**config.mk**
```make
export PLATFORM = sky130hd
export DESIGN_NAME = floppy_host_interface_register_logic
export DESIGN_NICKNAME = d
export VERILOG_FILES = /design/src/floppy_if_pkg.sv /design/src/word_fifo.sv /design/src/floppy_host_interface_register_logic.sv
export SDC_FILE = /design/constraint.sdc
export NUM_CORES = 1
export LEC_CHECK = 0
export ABC_AREA = 1
export BUFFER_PORTS_ARGS = -buffer_cell sky130_fd_sc_hd__buf_2
export CAP_MARGIN = 20
export CORE_UTILIZATION = 35
export DETAILED_ROUTE_END_ITERATION = 8
export GPL_TIMING_DRIVEN = 0
export PLACE_DENSITY = 0.57
export RECOVER_POWER = 50
export SKIP_LAST_GASP = 1
export SLEW_MARGIN = 25
export SYNTH_ARGS = -nofsm -noshare
export SYNTH_HDL_FRONTEND = slang
export SYNTH_SLANG_ARGS = --single-unit
```
**constraint.sdc**
```tcl
create_clock -name clock -period 5.3 [get_ports clock]
set_input_delay 0 -clock clock [delete_from_list [all_inputs] [get_ports clock]]
set_output_delay 0 -clock clock [all_outputs]
set_load 0.02 [all_outputs]
```
**src/floppy_if_pkg.sv**
```systemverilog
// shared constants, types and carriers of the floppy host interface
package floppy_if_pkg;

	localparam int WORD_W        = 12;     // host accumulator width
	localparam int BYTE_W        = 8;      // word width in 8-bit mode
	localparam int FIFO_DEPTH    = 8;      // words held between host and sector buffer
	localparam int FILL_WORDS_12 = 64;     // fill length in 12-bit mode
	localparam int FILL_WORDS_8  = 128;    // fill length in 8-bit mode
	localparam int TRACK_COUNT   = 77;     // tracks 0 .. 76
	localparam int SECTOR_COUNT  = 26;     // sectors 1 .. 26
	localparam int CNT_W         = 8;      // fill word counters

	// accumulator fields, lsb numbering (the host calls bit 0 the msb)
	localparam int AC_MAINT   = 7;         // host bit 4
	localparam int AC_MODE    = 6;         // host bit 5, 1 = 8-bit
	localparam int AC_DRIVE   = 4;         // host bit 7
	localparam int AC_FUNC_LO = 1;         // host bits 8..10
	localparam int AC_IE      = 0;         // host bit 11

	// error and status word fields, lsb numbering
	localparam int ST_CRC   = 0;           // host bit 11
	localparam int ST_PAR   = 1;           // host bit 10
	localparam int ST_INIT  = 2;           // host bit 9
	localparam int ST_DD    = 6;           // host bit 5
	localparam int ST_READY = 7;           // host bit 4

	localparam logic [11:0] RESET_WORD = 12'h000;   // interface register after reset

	// io transfer instruction codes, in their printed order
	typedef enum logic [2:0] {
		IOT_NOP, IOT_LCD, IOT_XDR, IOT_STR, IOT_SER, IOT_SDN, IOT_INTERRUPT_ENABLE_INSTR, IOT_INIT
	} iot_t;

	// function codes carried in the command word
	typedef enum logic [2:0] {
		FN_FILL, FN_EMPTY, FN_WRITE, FN_READ, FN_UNUSED, FN_STATUS, FN_WDEL, FN_RDERR
	} func_t;

	// what the interface register receives when a function ends
	typedef enum logic [1:0] {
		FIN_PLAIN, FIN_STATUS, FIN_ERRCODE, FIN_INIT
	} fin_kind_t;

	// one instruction from the host
	typedef struct packed {
		logic        strobe;               // one-cycle instruction pulse
		iot_t        op;                   // instruction code
		logic [11:0] ac;                   // accumulator during the instruction
	} io_req_t;

	// answer to the host
	typedef struct packed {
		logic        acc_write;            // load acc into the accumulator
		logic        skip;                 // skip the next instruction
		logic [11:0] acc;                  // new accumulator value
	} io_ans_t;

	// request to the disk mechanics
	typedef struct packed {
		logic       start;                 // one-cycle start pulse
		logic       init;                  // initialize sequence
		logic       write;                 // write (else read)
		logic       deleted;               // write a deleted data mark
		logic       drive;                 // selected drive
		logic [7:0] track;                 // track address
		logic [7:0] sector;                // sector address
	} disk_cmd_t;

	// sticky status bits
	typedef struct packed {
		logic dd;                          // deleted data
		logic init_done;                   // initialize completed
		logic par;                         // link parity error
		logic crc;                         // check sequence error
	} stat_t;

endpackage

```
**src/word_fifo.sv**
```systemverilog
// synchronous word fifo with valid and ready on both sides
`timescale 1ns/100ps
module word_fifo #(
	parameter int WIDTH = 12,
	parameter int DEPTH = 8
) (
	input  wire logic             clock,
	input  wire logic             srst,
	input  wire logic             in_valid,
	output logic                  in_ready,
	input  wire logic [WIDTH-1:0] in_data,
	output logic                  out_valid,
	input  wire logic             out_ready,
	output logic      [WIDTH-1:0] out_data
);
	localparam int PTR_W = $clog2(DEPTH);
	localparam int CNT_W = $clog2(DEPTH + 1);

	logic [WIDTH-1:0] mem [DEPTH];         // word storage
	logic [PTR_W-1:0] wr_ptr;              // next slot to write
	logic [PTR_W-1:0] rd_ptr;              // oldest slot
	logic [CNT_W-1:0] count;               // words held
	wire              push;                // word enters
	wire              pop;                 // word leaves

	assign in_ready  = count != CNT_W'(DEPTH);
	assign out_valid = count != '0;
	assign push      = in_valid && in_ready;
	assign pop       = out_valid && out_ready;
	assign out_data  = mem[rd_ptr];

	////////////////////////////////////////////////////////////////////////////////
	// storage writes
	always_ff @(posedge clock) begin
		if (push) begin
			mem[wr_ptr] <= in_data;
		end
	end

	// pointers wrap at depth, count tracks both sides
	always_ff @(posedge clock) begin
		if (srst) begin
			wr_ptr <= '0;
			rd_ptr <= '0;
			count  <= '0;
		end else begin
			if (push) begin
				wr_ptr <= (wr_ptr == PTR_W'(DEPTH - 1)) ? '0 : wr_ptr + 1'b1;
			end
			if (pop) begin
				rd_ptr <= (rd_ptr == PTR_W'(DEPTH - 1)) ? '0 : rd_ptr + 1'b1;
			end
			count <= count + CNT_W'(push) - CNT_W'(pop);
		end
	end
endmodule

```
**src/floppy_host_interface_register_logic.sv**
```systemverilog
// host interface register, flags and function sequencing of the floppy subsystem
//
// Overview of operation
// RULE1: load command with bit 4 sets maintenance
// RULE2: maintenance blocks run, transfers go to accumulator
// RULE3: initialize or load with bit 4 clear
// RULE4: maintenance loads write interface register for readback
// RULE5: maintenance forces skip flags, skips keep them
// RULE6: done and enable raise interrupt request
// RULE7: initialize clears skip flags and interrupt enable
// RULE8: addresses taken only at their step, high nibble ignored
// RULE9: command bit 5 fixes transfer width
// RULE10: status word loaded at end of each function; read error register loads error_code instead
// RULE11: check sequence failure sets status bit 11
// RULE12: link parity error ends function with error
// RULE13: bit 9 marks initialize, hidden from read status
// RULE14: deleted mark or deleted write sets bit 5
// RULE15: bit 4 shows drive ready, status or initialize
// RULE16: host clears done before loading a command
// RULE17: load command in done state leaves done
// RULE18: function from bits 8 to 10 only
// RULE19: fill loads exactly 64 or 128 words
// RULE20: fill raises transfer request for every word
// RULE21: host clears transfer request before each transfer
// RULE22: done only after the final fill word
// RULE23: transfers after done return the status word
// RULE24: bit 7 drive, bit 5 mode, start 12-bit
// RULE25: 8-bit reads or into low byte
// RULE26: interrupt request is a level
`timescale 1ns/100ps
module floppy_host_interface_register_logic
	import floppy_if_pkg::*;
#(
	parameter int DEPTH = FIFO_DEPTH
) (
	input  wire logic                    clock,
	input  wire logic                    srst,
	input  wire logic                    bus_init,
	input  wire floppy_if_pkg::io_req_t  io_req,
	output floppy_if_pkg::io_ans_t       io_ans,
	output logic                         irq,
	output logic                         run_strobe,
	output logic       [11:0]            fill_data,
	output logic                         fill_valid,
	input  wire logic                    fill_ready,
	output logic                         fill_byte_mode,
	output floppy_if_pkg::disk_cmd_t     disk_cmd,
	input  wire logic                    disk_done,
	input  wire logic                    disk_seek_error,
	input  wire logic                    disk_crc_error,
	input  wire logic                    disk_deleted_mark,
	input  wire logic                    link_parity_error,
	input  wire logic  [1:0]             drive_ready,
	input  wire logic  [11:0]            error_code
);
	import floppy_if_pkg::*;

	typedef enum {
		ST_IDLE, ST_FILL, ST_PUSH, ST_DRAIN, ST_SECT, ST_TRACK, ST_DISK, ST_FIN
	} state_t;

	// true when the host issues the given instruction this cycle
	function automatic logic iot_is(io_req_t r, iot_t op);
		return r.strobe && (r.op == op);
	endfunction

	// error and status word built from sticky bits
	function automatic logic [11:0] status_word(stat_t s, logic rdy, logic with_init);
		logic [11:0] w;
		w = '0;
		w[ST_CRC]   = s.crc;
		w[ST_PAR]   = s.par;
		w[ST_INIT]  = s.init_done && with_init;
		w[ST_DD]    = s.dd;
		w[ST_READY] = rdy;
		return w;
	endfunction

	state_t          state;                // function sequencer
	logic            maint;                // maintenance flip-flop
	logic            tr;                   // transfer request flag
	logic            err;                  // error flag
	logic            done;                 // done flag
	logic            ie;                   // interrupt enable
	logic            byte_mode;            // 1 = 8-bit transfers
	logic            drive;                // selected drive
	func_t           func;                 // function in progress
	logic [11:0]     iface;                // the interface register
	stat_t           stat;                 // sticky status bits
	fin_kind_t       fin_kind;             // word loaded at completion
	logic            fin_err;              // completion raises error
	logic [CNT_W-1:0] fill_count;          // words pushed into the fifo
	logic [CNT_W-1:0] drain_count;         // words taken by the sector buffer
	logic [7:0]      track;                // track address
	logic [7:0]      sector;               // sector address

	////////////////////////////////////////////////////////////////////////////////
	// instruction decoding
	wire       is_lcd   = iot_is(io_req, IOT_LCD);
	wire       is_xdr   = iot_is(io_req, IOT_XDR);
	wire       is_str   = iot_is(io_req, IOT_STR);
	wire       is_ser   = iot_is(io_req, IOT_SER);
	wire       is_sdn   = iot_is(io_req, IOT_SDN);
	wire       is_interrupt_enable_instr  = iot_is(io_req, IOT_INTERRUPT_ENABLE_INSTR);
	wire       do_init  = iot_is(io_req, IOT_INIT) || bus_init;
	wire func_t new_func = func_t'(io_req.ac[AC_FUNC_LO +: 3]);          // see RULE18
	wire [7:0] ac_lo    = io_req.ac[7:0];                                // see RULE8
	wire       cmd_go   = is_lcd && !maint && !io_req.ac[AC_MAINT] && state == ST_IDLE;
	wire       to_dev   = state == ST_FILL || state == ST_SECT || state == ST_TRACK;
	wire       xdr_in   = is_xdr && !maint && to_dev;                    // see RULE2
	wire       xdr_out  = is_xdr && !xdr_in;                             // see RULE23
	wire       rw_func  = new_func == FN_WRITE || new_func == FN_READ || new_func == FN_WDEL;
	wire [CNT_W-1:0] fill_total = byte_mode ? CNT_W'(FILL_WORDS_8)
	                                        : CNT_W'(FILL_WORDS_12); // see RULE19
	wire       fifo_in_ready;
	wire       push_ok  = state == ST_PUSH && fifo_in_ready;
	wire       push_last = fill_count == fill_total - 1'b1;
	wire       sect_ok  = state == ST_SECT && xdr_in && !link_parity_error;
	wire       track_bad = ac_lo >= 8'(TRACK_COUNT);
	wire       fin_now  = state == ST_FIN;
	wire       set_tr   = (cmd_go && (new_func == FN_FILL || (rw_func && !link_parity_error)))
	                   || (push_ok && !push_last) || sect_ok;               // see RULE20
	wire [11:0] fin_word =
		(fin_kind == FIN_ERRCODE) ? error_code :
		(fin_kind == FIN_STATUS)  ? status_word(stat, drive_ready[drive], 1'b0) : // see RULE13
		(fin_kind == FIN_INIT)    ? status_word(stat, drive_ready[0], 1'b1) :     // see RULE15
		status_word(stat, 1'b0, 1'b1);
	wire [11:0] acc_read = byte_mode ? {io_req.ac[11:8], io_req.ac[7:0] | iface[7:0]}
	                                 : iface;                             // see RULE25
	wire       skip_hit = (is_str && tr) || (is_ser && err) || (is_sdn && done);

	assign irq            = done && ie;                                   // see RULE6 RULE26
	assign fill_byte_mode = byte_mode;                                    // see RULE9

	////////////////////////////////////////////////////////////////////////////////
	// maintenance flip-flop
	always_ff @(posedge clock) begin
		if (srst || do_init) begin
			maint <= 1'b0;                                                // see RULE3
		end else if (is_lcd) begin
			maint <= io_req.ac[AC_MAINT];                                 // see RULE1 RULE3
		end
	end

	// skip flags: init clears, maintenance forces, set wins over a skip
	always_ff @(posedge clock) begin
		if (srst || do_init) begin
			tr   <= 1'b0;                                                 // see RULE7
			err  <= 1'b0;
			done <= 1'b0;
		end else if (maint) begin
			tr   <= 1'b1;                                                 // see RULE5
			err  <= 1'b1;
			done <= 1'b1;
		end else begin
			tr   <= set_tr || (tr && !is_str);
			err  <= (fin_now && fin_err) || (err && !is_ser);
			done <= fin_now || (done && !is_sdn && !cmd_go);              // see RULE17 RULE22
		end
	end

	// interrupt enable
	always_ff @(posedge clock) begin
		if (srst || do_init) begin
			ie <= 1'b0;                                                   // see RULE7
		end else if (is_interrupt_enable_instr) begin
			ie <= io_req.ac[AC_IE];                                       // see RULE6
		end
	end

	// command fields captured when a function starts
	always_ff @(posedge clock) begin
		if (srst || do_init) begin
			byte_mode <= 1'b0;                                            // see RULE24
			drive     <= 1'b0;
			func      <= FN_FILL;
		end else if (cmd_go) begin
			byte_mode <= io_req.ac[AC_MODE];                              // see RULE9 RULE24
			drive     <= io_req.ac[AC_DRIVE];                             // see RULE24
			func      <= new_func;
		end
	end

	// interface register: command, host words, completion word
	always_ff @(posedge clock) begin
		if (srst) begin
			iface <= RESET_WORD;
		end else if (is_lcd || xdr_in) begin
			iface <= io_req.ac;                                           // see RULE4
		end else if (fin_now) begin
			iface <= fin_word;                                            // see RULE10
		end
	end

	// answers to the host and the run strobe
	always_ff @(posedge clock) begin
		if (srst) begin
			io_ans     <= '0;
			run_strobe <= 1'b0;
		end else begin
			io_ans.acc_write <= is_lcd || xdr_out;
			io_ans.acc       <= is_lcd ? '0 : acc_read;                   // see RULE23
			io_ans.skip      <= skip_hit;
			run_strobe       <= xdr_in;                                   // see RULE2
		end
	end

	////////////////////////////////////////////////////////////////////////////////
	// function sequencer
	always_ff @(posedge clock) begin
		disk_cmd.start <= 1'b0;
		if (srst) begin
			state    <= ST_IDLE;
			stat     <= '0;
			fin_kind <= FIN_PLAIN;
			fin_err  <= 1'b0;
			disk_cmd <= '0;
			track    <= '0;
			sector   <= '0;
		end else if (do_init) begin
			stat           <= '0;                                         // status zeroed
			fin_err        <= 1'b0;                                       // no stale error after init
			state          <= ST_DISK;
			disk_cmd.init  <= 1'b1;
			disk_cmd.start <= 1'b1;
		end else begin
			case (state)
				ST_IDLE: begin
					if (cmd_go) begin
						fin_kind <= FIN_PLAIN;
						fin_err  <= 1'b0;
						if (rw_func) begin
							stat.par <= 1'b0;
							stat.crc <= 1'b0;
							if (new_func == FN_READ) begin
								stat.dd <= 1'b0;
							end
						end
						if (link_parity_error) begin
							stat.par <= 1'b1;                             // see RULE12
							fin_err  <= 1'b1;
							state    <= ST_FIN;
						end else begin
							case (new_func)
								FN_FILL:   state <= ST_FILL;
								FN_WRITE,
								FN_READ,
								FN_WDEL:   state <= ST_SECT;
								FN_STATUS: begin
									fin_kind <= FIN_STATUS;
									state    <= ST_FIN;
								end
								FN_RDERR: begin
									fin_kind <= FIN_ERRCODE;
									state    <= ST_FIN;
								end
								default:   state <= ST_FIN;
							endcase
						end
					end
				end
				ST_FILL: begin
					if (xdr_in) begin
						state <= ST_PUSH;
					end
				end
				ST_PUSH: begin
					if (push_ok) begin
						state <= push_last ? ST_DRAIN : ST_FILL;
					end
				end
				ST_DRAIN: begin
					if (drain_count == fill_total) begin
						state <= ST_FIN;                                  // see RULE22
					end
				end
				ST_SECT: begin
					if (xdr_in) begin
						sector <= ac_lo;                                  // see RULE8
						if (link_parity_error) begin
							stat.par <= 1'b1;                             // see RULE12
							fin_err  <= 1'b1;
							state    <= ST_FIN;
						end else begin
							state <= ST_TRACK;
						end
					end
				end
				ST_TRACK: begin
					if (xdr_in) begin
						track <= ac_lo;                                   // see RULE8
						if (link_parity_error) begin
							stat.par <= 1'b1;                             // see RULE12
						end
						if (link_parity_error || track_bad) begin
							fin_err <= 1'b1;
							state   <= ST_FIN;
						end else begin
							disk_cmd.start   <= 1'b1;
							disk_cmd.init    <= 1'b0;
							disk_cmd.write   <= func != FN_READ;
							disk_cmd.deleted <= func == FN_WDEL;
							disk_cmd.drive   <= drive;
							disk_cmd.track   <= ac_lo;
							disk_cmd.sector  <= sector;
							state            <= ST_DISK;
						end
					end
				end
				ST_DISK: begin
					if (disk_done) begin
						state <= ST_FIN;
						if (disk_cmd.init) begin
							stat.init_done <= 1'b1;                       // see RULE13
							fin_kind       <= FIN_INIT;
							disk_cmd.init  <= 1'b0;
						end else begin
							stat.crc <= disk_crc_error;                   // see RULE11
							stat.dd  <= disk_cmd.deleted
							         || (!disk_cmd.write && disk_deleted_mark); // see RULE14
							fin_err  <= disk_crc_error || disk_seek_error;
						end
					end
				end
				ST_FIN: begin
					state <= ST_IDLE;
				end
				default: state <= ST_IDLE;
			endcase
		end
	end

	// fill word counters
	always_ff @(posedge clock) begin
		if (srst || cmd_go) begin
			fill_count  <= '0;
			drain_count <= '0;
		end else begin
			if (push_ok) begin
				fill_count <= fill_count + 1'b1;                          // see RULE19
			end
			if (fill_valid && fill_ready) begin
				drain_count <= drain_count + 1'b1;
			end
		end
	end

	////////////////////////////////////////////////////////////////////////////////
	// fifo between host words and the sector buffer
	word_fifo #(
		.WIDTH (WORD_W),
		.DEPTH (DEPTH)
	) fill_fifo (
		.clock     (clock),
		.srst      (srst),
		.in_valid  (state == ST_PUSH),
		.in_ready  (fifo_in_ready),
		.in_data   (iface),
		.out_valid (fill_valid),
		.out_ready (fill_ready),
		.out_data  (fill_data)
	);
endmodule

```
==> results of run 1 <==
-- logic make-up after synthesis --
family | synth area share, %
simple gates | 20.66
compound gates | 12.97
flops | 57.56
buf+inv | 6.197
fa+ha+maj | 2.109
xor+xnor | 0.5056
-- power by group --
| group | internal, W | switching, W | leakage, nW | total [W] |
|---|---|---|---|---|
| Sequential | 0.00171 | 0.0000611 | 1.78 | 0.00177 |
| Clock | 0.000861 | 0.000629 | 0.351 | 0.00149 |
| Combinational | 0.000310 | 0.000653 | 2.08 | 0.000964 |
-- cell usage after synthesis --
cell type	instances
o22ai_1	12
a21oi_2	1
nor3_1	9
nand2_1	163
and3_1	3
o211a_1	1
nand3_4	2
fa_1	1
o31ai_1	2
ha_1	13
o21a_1	1
nor3b_1	1
or2_2	2
nor2_4	6
nand2_2	1
a31oi_1	15
clkinv_1	1
buf_4	2
dfxtp_1	105
nor3_4	1
clkbuf_1	23
inv_2	6
nand3_2	2
nand3_1	35
edfxtp_1	96
xor2_1	5
buf_6	5
inv_1	87
o21ai_0	94
nor2_1	190
nor2_2	5
nor3_2	1
nor4_1	1
a211oi_1	2
a21oi_1	76
o21ai_1	4
o21bai_1	1
o21ai_2	1
buf_2	3
o21bai_2	1
nand4_1	2
buf_1	3
-- metal layers --
layer | vias up | part of all wire, % | track usage [%]
met5 | - | 0 | 0
met4 | 0 | 1.9 | 4.152
met3 | 31 | 4.1 | 2.787
met2 | 157 | 47 | 31.30
met1 | 3344 | 47 | 24.80
li1 | 3578 | - | -
-- final cells by class --
| cell class | instances | area (sq um) |
|---|---|---|
| Timing Repair Buffer | 123 | 740.7 |
| Sequential cell | 201 | 4985 |
| Inverter | 94 | 352.8 |
| Clock buffer | 30 | 643.1 |
| Buffer | 36 | 170.2 |
| Clock inverter | 11 | 73.82 |
| Multi-Input combinational cell | 654 | 3102 |
| Tap cell | 324 | 405.4 |
| Fill cell | 2453 | 13850 |
-- final timing paths --
check / end / slack (ns) / cells after the start
worst max-delay path: fill_fifo.mem[0][3] / 2.68 / 8
worst min-delay path: iface[2] / 0.04 / 7
worst max register to register: fill_fifo.mem[0][3] / 2.68 / 8
worst min register to register: fill_count[4] / 0.45 / 2
-- registers in the layout, summed over array words and instances (netlist names), 4 cells and up, named ones only --
name,cells
disk_cmd,21
drain_count,8
fill_count,8
fill_fifo.count,4
fill_fifo.mem,96
iface,12
io_ans,14
sector,8
stat,4
-- worst min-delay path, stage by stage --
cell,delay (ns)
buf_2,0.10
nand2_1,0.07
a21oi_1,0.10
nand2_1,0.08
nand3_1,0.07
nand2_1,0.05
inv_1,0.03
-- layout by cell type, fill, tap and decap left out, types with 3 or more instances in the layout --
cell type	count
clkbuf_1	71
a31oi_1	15
xor2_1	5
o21ai_1	4
clkinv_1	4
buf_1	3
nor2_2	10
buf_4	3
clkbuf_16	24
nor3_2	3
inv_1	89
edfxtp_1	96
nor2_4	3
clkinv_2	3
ha_1	13
nor2_1	188
o22ai_1	12
nand3_1	38
nor3_1	8
buf_6	4
nand2_1	163
buf_2	48
inv_2	4
o21ai_0	94
a21oi_1	76
and3_1	3
dlygate4sd3_1	34
dfxtp_1	105
-- what timing repair did --
action | 4_1_cts | 5_1_grt
hold buffers | 34 | 0
hold endpoints to repair | 54 | 0
resized for setup | 0 | 0
-- stage by stage --
stage	area (sq um)	instances	util [%]
3_5_place_dp	9537	1398	39.21
2_1_floorplan	8661	985	-
3_3_place_gp	9502	1396	39.07
4_1_cts	10590	1473	43.56
5_1_grt	10470	1473	43.06
6_report	10470	1473	43.06
==> metrics list, run 1 <==
- From left edge to right edge, the die measures 159.3 um.
- CTS built an H-tree with a depth of 1.
- The worst register-to-register path begins at state[1].
- Maximum clock path buffer count: 3
* Clock-pin slew on the worst setup and hold paths: 0.06 ns
- Worst slack on hold paths: 0.04254 ns
- Data on the critical path is required at its endpoint by 5.49 ns.
* Port buffer count: 87
* Data arrival time of the critical path: roughly 2.8 ns
- The worst-case IR drop observed on VDD is 0.0001970 V.
* Post-route setup slack: ~2.7 ns
- Global routing usage summed across all routing layers: 18.45%
* Slew @ Worst Pin: slightly below 0.8 ns
* Clock Tree Root: clkbuf_16
- Post-CTS repair timing setup buffer count: 0
- Cell area power density: 403.4 nW/um^2
- The tool flagged a number of max-cap violations equal to 0.
* CP Max Fanout: 10
* Critical Path Sink Type: flop
- The share of synthesized area in the top cell type comes to 33.29%.
- For this run, the post-layout net count is between 1000 and 1500.
- Series of cell instances along the critical path: clkbuf_1 > nand3_1 > inv_1 > nand2_1 > inv_1 > nand2_1 > nor3_2 > buf_4
- Cell types with the largest area share after synthesis: edfxtp_1 33%, dfxtp_1 24%, nor2_1 8.2%
- Startpoint type of the worst setup path: flop
- I/O pins: 90
- Entering global routing, the biggest net connects 15 pins.
- The clock net in this run drives a total of about 200 sinks.
- Final number of hold-violating endpoints: 0
* 1st-iter DRT viols: 501
- In this run the static leakage power is between 4 and 5 nW.
* Vertical die dimension: roughly 160 um
- In the routed layout, each cell is associated on average with a via count of between 4 and 5.
- The run finished with clean final reports.
- The netlist uses 42 different library cells.
* Synthesized Nets: 1038
- Dividing the synthesized area by the synthesized cell count gives 8.793 sq um.
- Area of the mapped netlist: 8661 sq um
- Timing analysis after detailed placement gives a worst setup slack of 2.728 ns.
- Category of cells accounting for the largest share of critical-path delay: buffers and inverters
- The routed design could run at a clock period as short as 2.625 ns.
* Biggest cell delay along the critical path: between 0.4 and 0.5 ns
- Synthesized netlist cell count: 985
- In this run, synthesis produced a sequential element count of 201.
* Count of endpoints failing setup in the final report: 0
* Total Negative Setup Slacks: 0 ns
- From synthesis to final layout, the design area changed by 20.92%.
- The floorplan has 57 rows.
- After detailed routing, the total wire length is 23490 um.
- After detailed routing, the number of remaining DRC violations is 0.
- The max-slew violation count came to 0.
- The setup path with the least slack is of type flop to flop.
- Fmax: approximately 0.38 GHz
- Number of global-route vias before repair: 6750
- Between clock sinks in the finished design, the worst skew comes to 0.008963 ns.
* Antenna Nets Post-Route: 0
- Overall power consumption after layout is estimated at 0.004225 W.
- Buffering stage count on the worst path with inverters included: 4
* Count of TritonRoute iterations in the first routing pass: 5
- In this run the standard cell core region covers 24320 sq um.
- The path class of the tightest hold or removal check is input port to flop.
* Unrepaired setup endpoints after global routing: no
- Share of post-route cells with drive strength above 1: between 10 and 15%
- After detailed routing, the average wire length per cell comes to 15.95 um.
* Sequential cell area fraction in the yosys report: 57.56%
- edfxtp_1 takes more of the synthesized area than any other cell.
- The total overflow left after global routing is 0.
- Cell with the largest stage delay on the worst path: nor3_2
* Syn. warnings: 0
- In this run the tightest slew margin relative to its limit is 47.72%.
- Hold wc startpoint: error_code[2]
* Overall via count from detail_route: 7110
* Global-route wire length before repair: 36800 um
- The HPWL after detailed placement is 16510 um.
- Number of CTS-inserted buffers: 23
- TritonCTS clock tree: built
* Period Utilization, post-route: between 40% and 50%
- Antenna violations before repair: 0
- The critical path starts at state[1].
- Clk_lat worst skew: about 0.50 ns
* Initial Utilization: approximately 36%
- Area enclosed by the die boundary: about 25000 sq um
- Antenna cells: 0
* Routability cong.: 0.8730
Power figures use the tool's default switching activity.
==> run 2, diff against run 1 <==
Settings changed: ABC_AREA 1 to 0, PLACE_DENSITY 0.57 to 0.59.
Clock period 5.3 ns to 2.3 ns, I/O delays scaled along.
==> run 2 against run 1 <==
Effect of this change:
- first-iteration DRC count is 2.0% higher
- routed wire length is 4.5% lower
- power is 130% higher
- die area down 1.9%
- global-route usage decreased by 0.30 points
- non-clock buffer count rose by 20
- cell count is 17% lower
- critical path depth rose by 3
- maximum frequency grew 20%
- clock power increased by 150%
- clock-buffer cell count is the same
==> metrics list, run 2 <==
- Synthesized netlist cell count: 727 (-26%)
- DR vias/cell: 5.180 (+7.3%)
- Number of flip-flops and latches in the synthesized netlist: 201 (unchanged)
- Area of all placed cells without fillers: 10720 sq um (+2.4%)
- The die footprint was 24890 sq um (-1.9%).
- Clock-pin slew on the worst setup and hold paths: 0.06 ns (about the same)
* Most flop-heavy register: fill_fifo.mem
- Die span in x: 157.8 um (-0.96%)
- Maximum clock path buffer count: 3 (unchanged)
- Max Slew Vio Count: 0 (unchanged)
- Global-route wire length before repair: 34120 um (-7.3%)
- The vertical die dimension came to 157.8 um (-0.96%).
* Synthesized Nets: 780 (-25%)
- Post-Synth XOR/XNOR Area: 1.753% (+1.2 points)
- Combinational family with the most area after synthesis: simple AND/OR/NAND/NOR gates
- Startpoint type of the worst setup path: flop
* Share of the synthesized area in the top cell type: 33.94% (+0.66 points)
- Number of remaining DRC errors: 0 (unchanged)
- The period utilization was 95.35% (+46 points).
* Path type of the worst setup path: flop to flop
- Number of CTS-inserted buffers: 22 (-4.3%)
* Clk_lat worst skew: 0.51 ns (about the same)
* Adder-Cell Fraction of Synth Area: 2.269% (+0.16 points)
- The pin count of the biggest net entering global routing was 15 (unchanged).
* Fmax: 0.4560 GHz (+20%)
* Data required time of the critical path: 2.67 ns (-2.82 ns)
- Total Negative Setup Slacks: 0 ns (unchanged)
- Largest register FFs: 96 (unchanged)
- # H-tree levels: 1 (unchanged)
* Placeable core region: 23610 sq um (-2.9%)
- Growth of design area from synthesis to finish: 26.25%
- The signal arrival time at the worst endpoint came to 2.56 ns (-0.26 ns).
* Synthesized area per cell: 11.68 sq um (+33%)
- Cell area power density: 896.8 nW/um^2 (+120%)
- Antenna violations before repair: 0 (unchanged)
* I/O pins: 90 (unchanged)
- Global route total overflow: 0 (unchanged)
- The netlist area before placement was 8493 sq um (-1.9%).
- Overall via count from detail_route: 6309 (-11%)
- Post-synthesis mux area share: 10.33% (+10 points)
* Worst Setup Slack post-DPL: -0.7105 ns (-3.439 ns)
* Final critical path time including I/O delays and setup: 2.193 ns (-0.4317 ns)
- The per-cell routed wire length is 18.41 um (+15%).
* Placed Instances: 1138 (-19%)
* Top post-synthesis cells by count: 105 x dfxtp_1, 96 x edfxtp_1, 70 x nor2_1
- The length in cells of the worst reg-to-reg path came to 11 (+3).
- Worst max-slew margin expressed relative to the limit: 49.84% (+2.1 points)
- The maximum net fanout on the critical path is 3 (-7).
- The run finished with clean final reports.
- Min-Delay Path Class: input port to flop
- Sequential cell area fraction in the yosys report: 58.69% (+1.1 points)
* Slew @ Worst Pin: 0.7524 ns (-0.02581 ns)
* Port buffer count: 86 (-1.1%)
- By area the synthesized netlist is led by edfxtp_1 34%, dfxtp_1 25%, mux4_2 6.4%.
- The largest clock skew in the final design came to 0.01317 ns (+0.004206 ns).
- Setup repair after global routing could not meet its margin everywhere.
- Count of unique library cells instantiated by Yosys: 61 (+45%)
* Number of global-route vias before repair: 6087 (-9.8%)
- Max cap viols: 0 (unchanged)
- Routability cong.: 0.9176 (+5.1%)
- The initial core utilization was 35.97% (+0.36 points).
- The worst vdd rail ir drop is 0.0007475 V (+280%).
- Post-synthesis cell type with the largest combined area: edfxtp_1
- The global router's overall resource usage was 18.15% (-0.30 points).
* 1st-iter DRT viols: 511 (+2.0%)
- The worst setup path is captured at a flop.
- The cell leakage power was 3.724 nW (-12%).
- Post-Synth Simple-Gate Area: 13.73% (-6.9 points)
* Syn. warnings: 0 (unchanged)
* Commonest non-fill, non-tap cell in the layout: dfxtp_1
* TritonCTS clock tree: built
- Routed WL: 22430 um (-4.5%)
- Top library cells by usage in the layout, fill and taps aside: 102 x dfxtp_1, 96 x edfxtp_1, 67 x nor2_1, 64 x clkbuf_1, 62 x a21oi_1
- Number of rows in the core area: 56 (-1.8%)
* Antenna cells: 0 (unchanged)
* Antenna Nets Post-Route: 0 (unchanged)
- The area of placed instances is 9439 sq um (-1.0%).
- Final number of hold-violating endpoints: 0 (unchanged)
- Most numerous cell in the Yosys netlist: dfxtp_1
- Biggest regs: fill_fifo.mem: 96 flops, disk_cmd: 21 flops, io_ans: 14 flops
* Count of endpoints failing setup in the final report: 0 (unchanged)
* Count of TritonRoute iterations in the first routing pass: 5 (unchanged)
- The most used flip-flop cell after synthesis is dfxtp_1.
* Fillers: 2210 (-9.9%)
- Clock Tree Root: clkbuf_16
- Dpl hpwl: 15280 um (-7.4%)
- Post-route setup slack: 0.1071 ns (-2.568 ns)
- The number of enable-type register cells in the synthesized netlist is 96 (unchanged).
- The non-filler instance count after layout is 1218 (-17%).
- Number of nets in the final layout: 936 (-21%)
- Worst hold path stage count: 5 (-2)
- Share of synthesized registers carrying an async set or reset: 0% (unchanged)
* Compound-gate portion of the synthesized area: 10.00% (-3.0 points)
* Clock sink total: 201 (unchanged)
- The fraction of final layout cells with drive strength greater than 1 is 21.91% (+12 points).
==> run 2: cell types whose count changed in the layout (fill, tap and decap cells not counted), sizes merged, moves of 10 or more <==
cell	change
a21oi	-15
o21ai	-72
xnor2	+10
nand2	-105
mux2i	+19
mux2	+13
inv	-78
buf	+24
a311oi	+12
o22ai	-11
mux4	+24
nor2	-130
==> run 2: area by class of cell <==
type | count | area (sq um) | share of cell area [%]
Clock inverter | 10 | 115.1 | 1.074
Tap cell | 319 | 399.1 | 3.722
Clock buffer | 30 | 653.1 | 6.091
Timing Repair Buffer | 136 | 879.6 | 8.203
Buffer | 43 | 216.5 | 2.019
Inverter | 18 | 76.32 | 0.7118
Sequential cell | 201 | 4991 | 46.55
Multi-Input combinational cell | 461 | 3392 | 31.63
==> run 2: worst paths after layout <==
check / slack, ns / startpoint / to
worst min register to register: 0.47 / sector[7] / disk_cmd[7]
worst max-delay path: 0.11 / fill_fifo.count[2] / fill_fifo.count[1]
worst min-delay path: 0.03 / error_code[0] / iface[0]
worst max register to register: 0.11 / fill_fifo.count[2] / fill_fifo.count[1]
==> run 2: per-layer routing <==
metal	wire, um	share of wire (%)	global-route usage, %
met5	0	0	0
met4	495	2.2	4.901
met2	10790	48	30.67
met1	9803	44	23.80
met3	1339	6.0	3.230
==> run 2: kinds of logic (layout without fill, tap and decap cells) <==
logic type / Yosys count / after routing
xor+xnor: 17 / 17
compound gates: 137 / 137
flops: 201 / 201
buf+inv: 65 / 237
simple gates: 236 / 236
fa+ha+maj: 15 / 15
mux: 56 / 56
==> run 2: metrics by stage <==
stage	util [%]	total power [W]	hold slack, ns
finish	45.41	0.009617	0.03083
global route	45.41	0.01004	0.05381
CTS	45.28	0.009612	0.008043
detailed placement	39.97	0.005823	0.2701
global placement	39.65	0.005781	0.2596
floorplan	-	0.005308	0.07674
==> run 2: power breakdown <==
part           internal [W]  total [W]  switching, W
clock network       0.00223    0.00368       0.00145
logic              0.000844    0.00184      0.000999
registers           0.00392    0.00410      0.000173
==> run 2: critical path: stages (launching register included) <==
cell and delay (ns):
dfxtp_2 0.31, inv_2 0.07, ha_4 0.12, or3b_4 0.38
nand2_4 0.09, clkinv_4 0.06, ha_4 0.23, inv_2 0.06
ha_4 0.13, inv_2 0.03, fa_2 0.52, nor2_1 0.04
==> run 2: timing repair <==
| item | 4_1_cts | 5_1_grt |
|---|---|---|
| endpoints found under the hold margin | 51 | 0 |
| gates resized for setup | 23 | 17 |
| hold buffers | 31 | 0 |
| pin swaps | 8 | 3 |
| endpoints found under the setup margin | 104 | 70 |
| cloned | 0 | 0 |
| buffers inserted | 10 | 3 |
==> run 3, diff against run 2 <==
Settings changed: CORE_ASPECT_RATIO from default to 1.75.
==> run 3 against run 2 <==
Effect of this change:
- global-route usage is 0.74 points higher
- sequential power hardly changed
- routed wire length is 3.5% higher
- clock power is 4% lower
- final area is 0.56% lower
- register-to-register slack worse by 0.02 ns
- critical path depth stayed put
- core utilization is 0.85 points lower
- critical endpoint unchanged
- largest cell class unchanged
- largest power group unchanged
==> metrics list, run 3 (synthesized netlist as in run 2, its figures left out) <==
- Die span in x: 119.8 um (-24%)
- # H-tree levels: 1 (unchanged)
- Final critical path time including I/O delays and setup: 2.209 ns (+0.01590 ns)
- The number of design rule violations left after detail routing came to 0 (unchanged).
- The vertical die dimension is 208.1 um (+32%).
- The slowest stage of the critical path belongs to the cell fa_2.
- Counting flops per register, the top entry is fill_fifo.mem.
- Total power: 0.009478 W (-1.4%)
- Number of global-route vias before repair: 6344 (+4.2%)
- The period utilization is 96.04% (+0.69 points).
* Max cap viols: 0 (unchanged)
- Port buffer count: 86 (unchanged)
* Maximum clock path buffer count: 3 (unchanged)
* Max Slew Vio Count: 0 (unchanged)
- By instance count, the cell type seen most on the critical path is inv_2.
* Growth of design area from synthesis to finish: 25.54%
* Total area of multi-input combinational cells: 3386 sq um (-0.18%)
- The number of optimization iterations in the first detailed-route pass is 4 (-1).
- Sequential Area: 4987 sq um (about the same)
- Biggest regs: fill_fifo.mem: 96 flops, disk_cmd: 21 flops, io_ans: 14 flops
- The number of antenna cells inserted was 0 (unchanged).
- Largest register FFs: 96 (unchanged)
- Min-Delay Path Class: input port to flop
- The fraction of final layout cells with drive strength greater than 1 was 21.28% (-0.64 points).
* TritonCTS clock tree: built
- Placeable core region: 23930 sq um (+1.3%)
* Worst Setup Slack post-DPL: -0.6212 ns (+0.08932 ns)
- The total net switching power was 0.002568 W (-2.1%).
* Global-route wire length before repair: 35620 um (+4.4%)
- Final number of hold-violating endpoints: 0 (unchanged)
* Global routing usage summed across all routing layers: 18.89% (+0.74 points)
* Largest net degree at the start of global routing: 17 (+2)
- The tree is rooted in a clkbuf_16.
- The transition time of the tightest slew-check pin was 0.7626 ns (+0.01017 ns).
- Global route total overflow: 0 (unchanged)
- The total internal power came to 0.006910 W (-1.2%).
* Commonest non-fill, non-tap cell in the layout: dfxtp_1
* Clock Power Share: 37.4% (-0.8 points)
- The detail-routed via count per cell came to 5.311 (+2.5%).
- The maximum clock frequency is 0.4527 GHz (-0.72%).
- The number of endpoints failing setup at the final stage is 0 (unchanged).
- CP Max Fanout: 3 (unchanged)
- Path type of the worst setup path: flop to flop
- Clock sink total: 201 (unchanged)
- Area enclosed by the die boundary: 24920 sq um (about the same)
- The post-layout utilization of the core came to 44.56% (-0.85 points).
- The TritonCTS buffer count was 20 (-9.1%).
- Clk_lat worst skew: 0.49 ns (-0.02 ns)
* Cell area power density: 888.9 nW/um^2 (-0.89%)
* 1st-iter DRT viols: 347 (-32%)
- Peak supply drop: 0.0004932 V (-34%)
- Final clock skew: 0.01102 ns (-0.002147 ns)
- Worst max-slew margin expressed relative to the limit: 49.16% (-0.68 points)
- Average routed wire per standard cell: 19.32 um (+4.9%)
* Fillers: 2240 (+1.4%)
* Critical Path Sink Type: flop
- Placed instance area: 9418 sq um (-0.23%)
* Initial Utilization: 35.49% (-0.48 points)
- The delay of the slowest cell on the worst path came to 0.51 ns (about the same).
* Startpoint type of the worst setup path: flop
- Unrepaired setup endpoints after global routing: yes
* Data required time of the critical path: 2.66 ns (about the same)
* Overall via count from detail_route: 6378 (+1.1%)
- The post-CTS clock slew at the launch and capture registers of the worst setup and hold paths is 0.07 ns (about the same).
- The remaining antenna violation count after routing came to 0 (unchanged).
- The share of total power consumed by net switching came to 27.09% (-0.18 points).
* Portion of total power attributed to sequential cells: 43.1% (+0.5 points)
* Result of the run: complete, no violations
* Routability cong.: 0.9688 (+5.6%)
- Combinational share of power: 19.5% (+0.3 points)
- The buffer and inverter count on the worst path is 4 (unchanged).
- The area of all placed cells without fillers is 10660 sq um (-0.56%).
- Category of cells accounting for the largest share of critical-path delay: adder cells
- Data arrival time of the critical path: 2.57 ns (about the same)
* Post-route setup slack: 0.09116 ns (-0.01590 ns)
- Routed WL: 23210 um (+3.5%)
* Antenna violations before repair: 0 (unchanged)
- Series of cell instances along the critical path: inv_2 > ha_1 > or3b_4 > nand2_4 > clkinv_4 > ha_4 > inv_2 > ha_4 > inv_2 > fa_2 > nor2_1
- The cell leakage power came to 3.707 nW (-0.47%).
* Number of rows in the core area: 75 (+34%)
* Top library cells by usage in the layout, fill and taps aside: 103 x dfxtp_1, 96 x edfxtp_1, 67 x nor2_1, 62 x clkbuf_1, 62 x a21oi_1
- I/O pins: 90 (unchanged)
- Dpl hpwl: 16470 um (+7.8%)
- Number of nets in the final layout: 932 (-0.43%)
==> run 3: changes by cell type in the layout (fill, tap and decap cells not counted), sizes merged <==
cell      change
clkinv        -4
bufinv        +1
clkbuf        -6
inv           +3
clkinvlp      -1
buf           +1
==> run 3: worst reg2reg max path, stage by stage, from the launching register on <==
cell,delay [ns]
dfxtp_2,0.31
inv_2,0.06
ha_1,0.13
or3b_4,0.40
nand2_4,0.09
clkinv_4,0.06
ha_4,0.24
inv_2,0.06
ha_4,0.13
inv_2,0.03
fa_2,0.51
nor2_1,0.04
==> run 3: per-stage QoR <==
step	TNS [ns]	hold WS, ns	cells
2_1_floorplan	-4.334	0.07674	727
3_3_place_gp	-83.86	0.2668	1121
3_5_place_dp	-37.44	0.2703	1125
4_1_cts	-0.1089	0.03170	1203
5_1_grt	-0.08324	0.09958	1201
6_report	0	0.04716	1201
==> run 3: repair_timing <==
item                                    4_1_cts  5_1_grt
buffers inserted                             14        1
resized for setup                            21       12
hold buffers                                 31        0
pin swaps                                     9        3
endpoints found under the setup margin      124      141
endpoints found under the hold margin        53        0
==> run 3: layout make-up <==
type	instances	share of cell area (%)
multi-input cells	461	31.75
inverters	18	0.6806
clock inverters	9	1.244
repair buffers	136	8.472
flip-flops and latches	201	46.77
well taps	308	3.614
plain buffers	41	1.936
clock buffers	27	5.527
==> run 3: per-layer routing <==
metal | track usage (%) | wire (um) | up-vias
met5 | 0 | 0 | -
met4 | 9.957 | 1197 | 0
met3 | 1.617 | 949 | 71
met2 | 35.60 | 12340 | 218
met1 | 20.53 | 8718 | 3092
li1 | - | - | 2997
==> run 3: power by group through the flow <==
stage / sequential [W] / clock [W] / combinational [W]
after floorplan: 0.00410 / 0 / 0.00121
after global placement: 0.00412 / 0 / 0.00169
after detailed placement: 0.00413 / 0 / 0.00171
after CTS: 0.00408 / 0.00360 / 0.00182
after global routing: 0.00411 / 0.00374 / 0.00200
final: 0.00409 / 0.00354 / 0.00185
==> run 3: final timing paths <==
path / to / cells after the start / slack, ns / from
worst max-delay path: fill_fifo.count[1] / 11 / 0.09 / fill_fifo.count[2]
worst min register to register: func[0] / 2 / 0.47 / func[0]
worst max register to register: fill_fifo.count[1] / 11 / 0.09 / fill_fifo.count[2]
worst min-delay path: iface[2] / 5 / 0.05 / error_code[2]
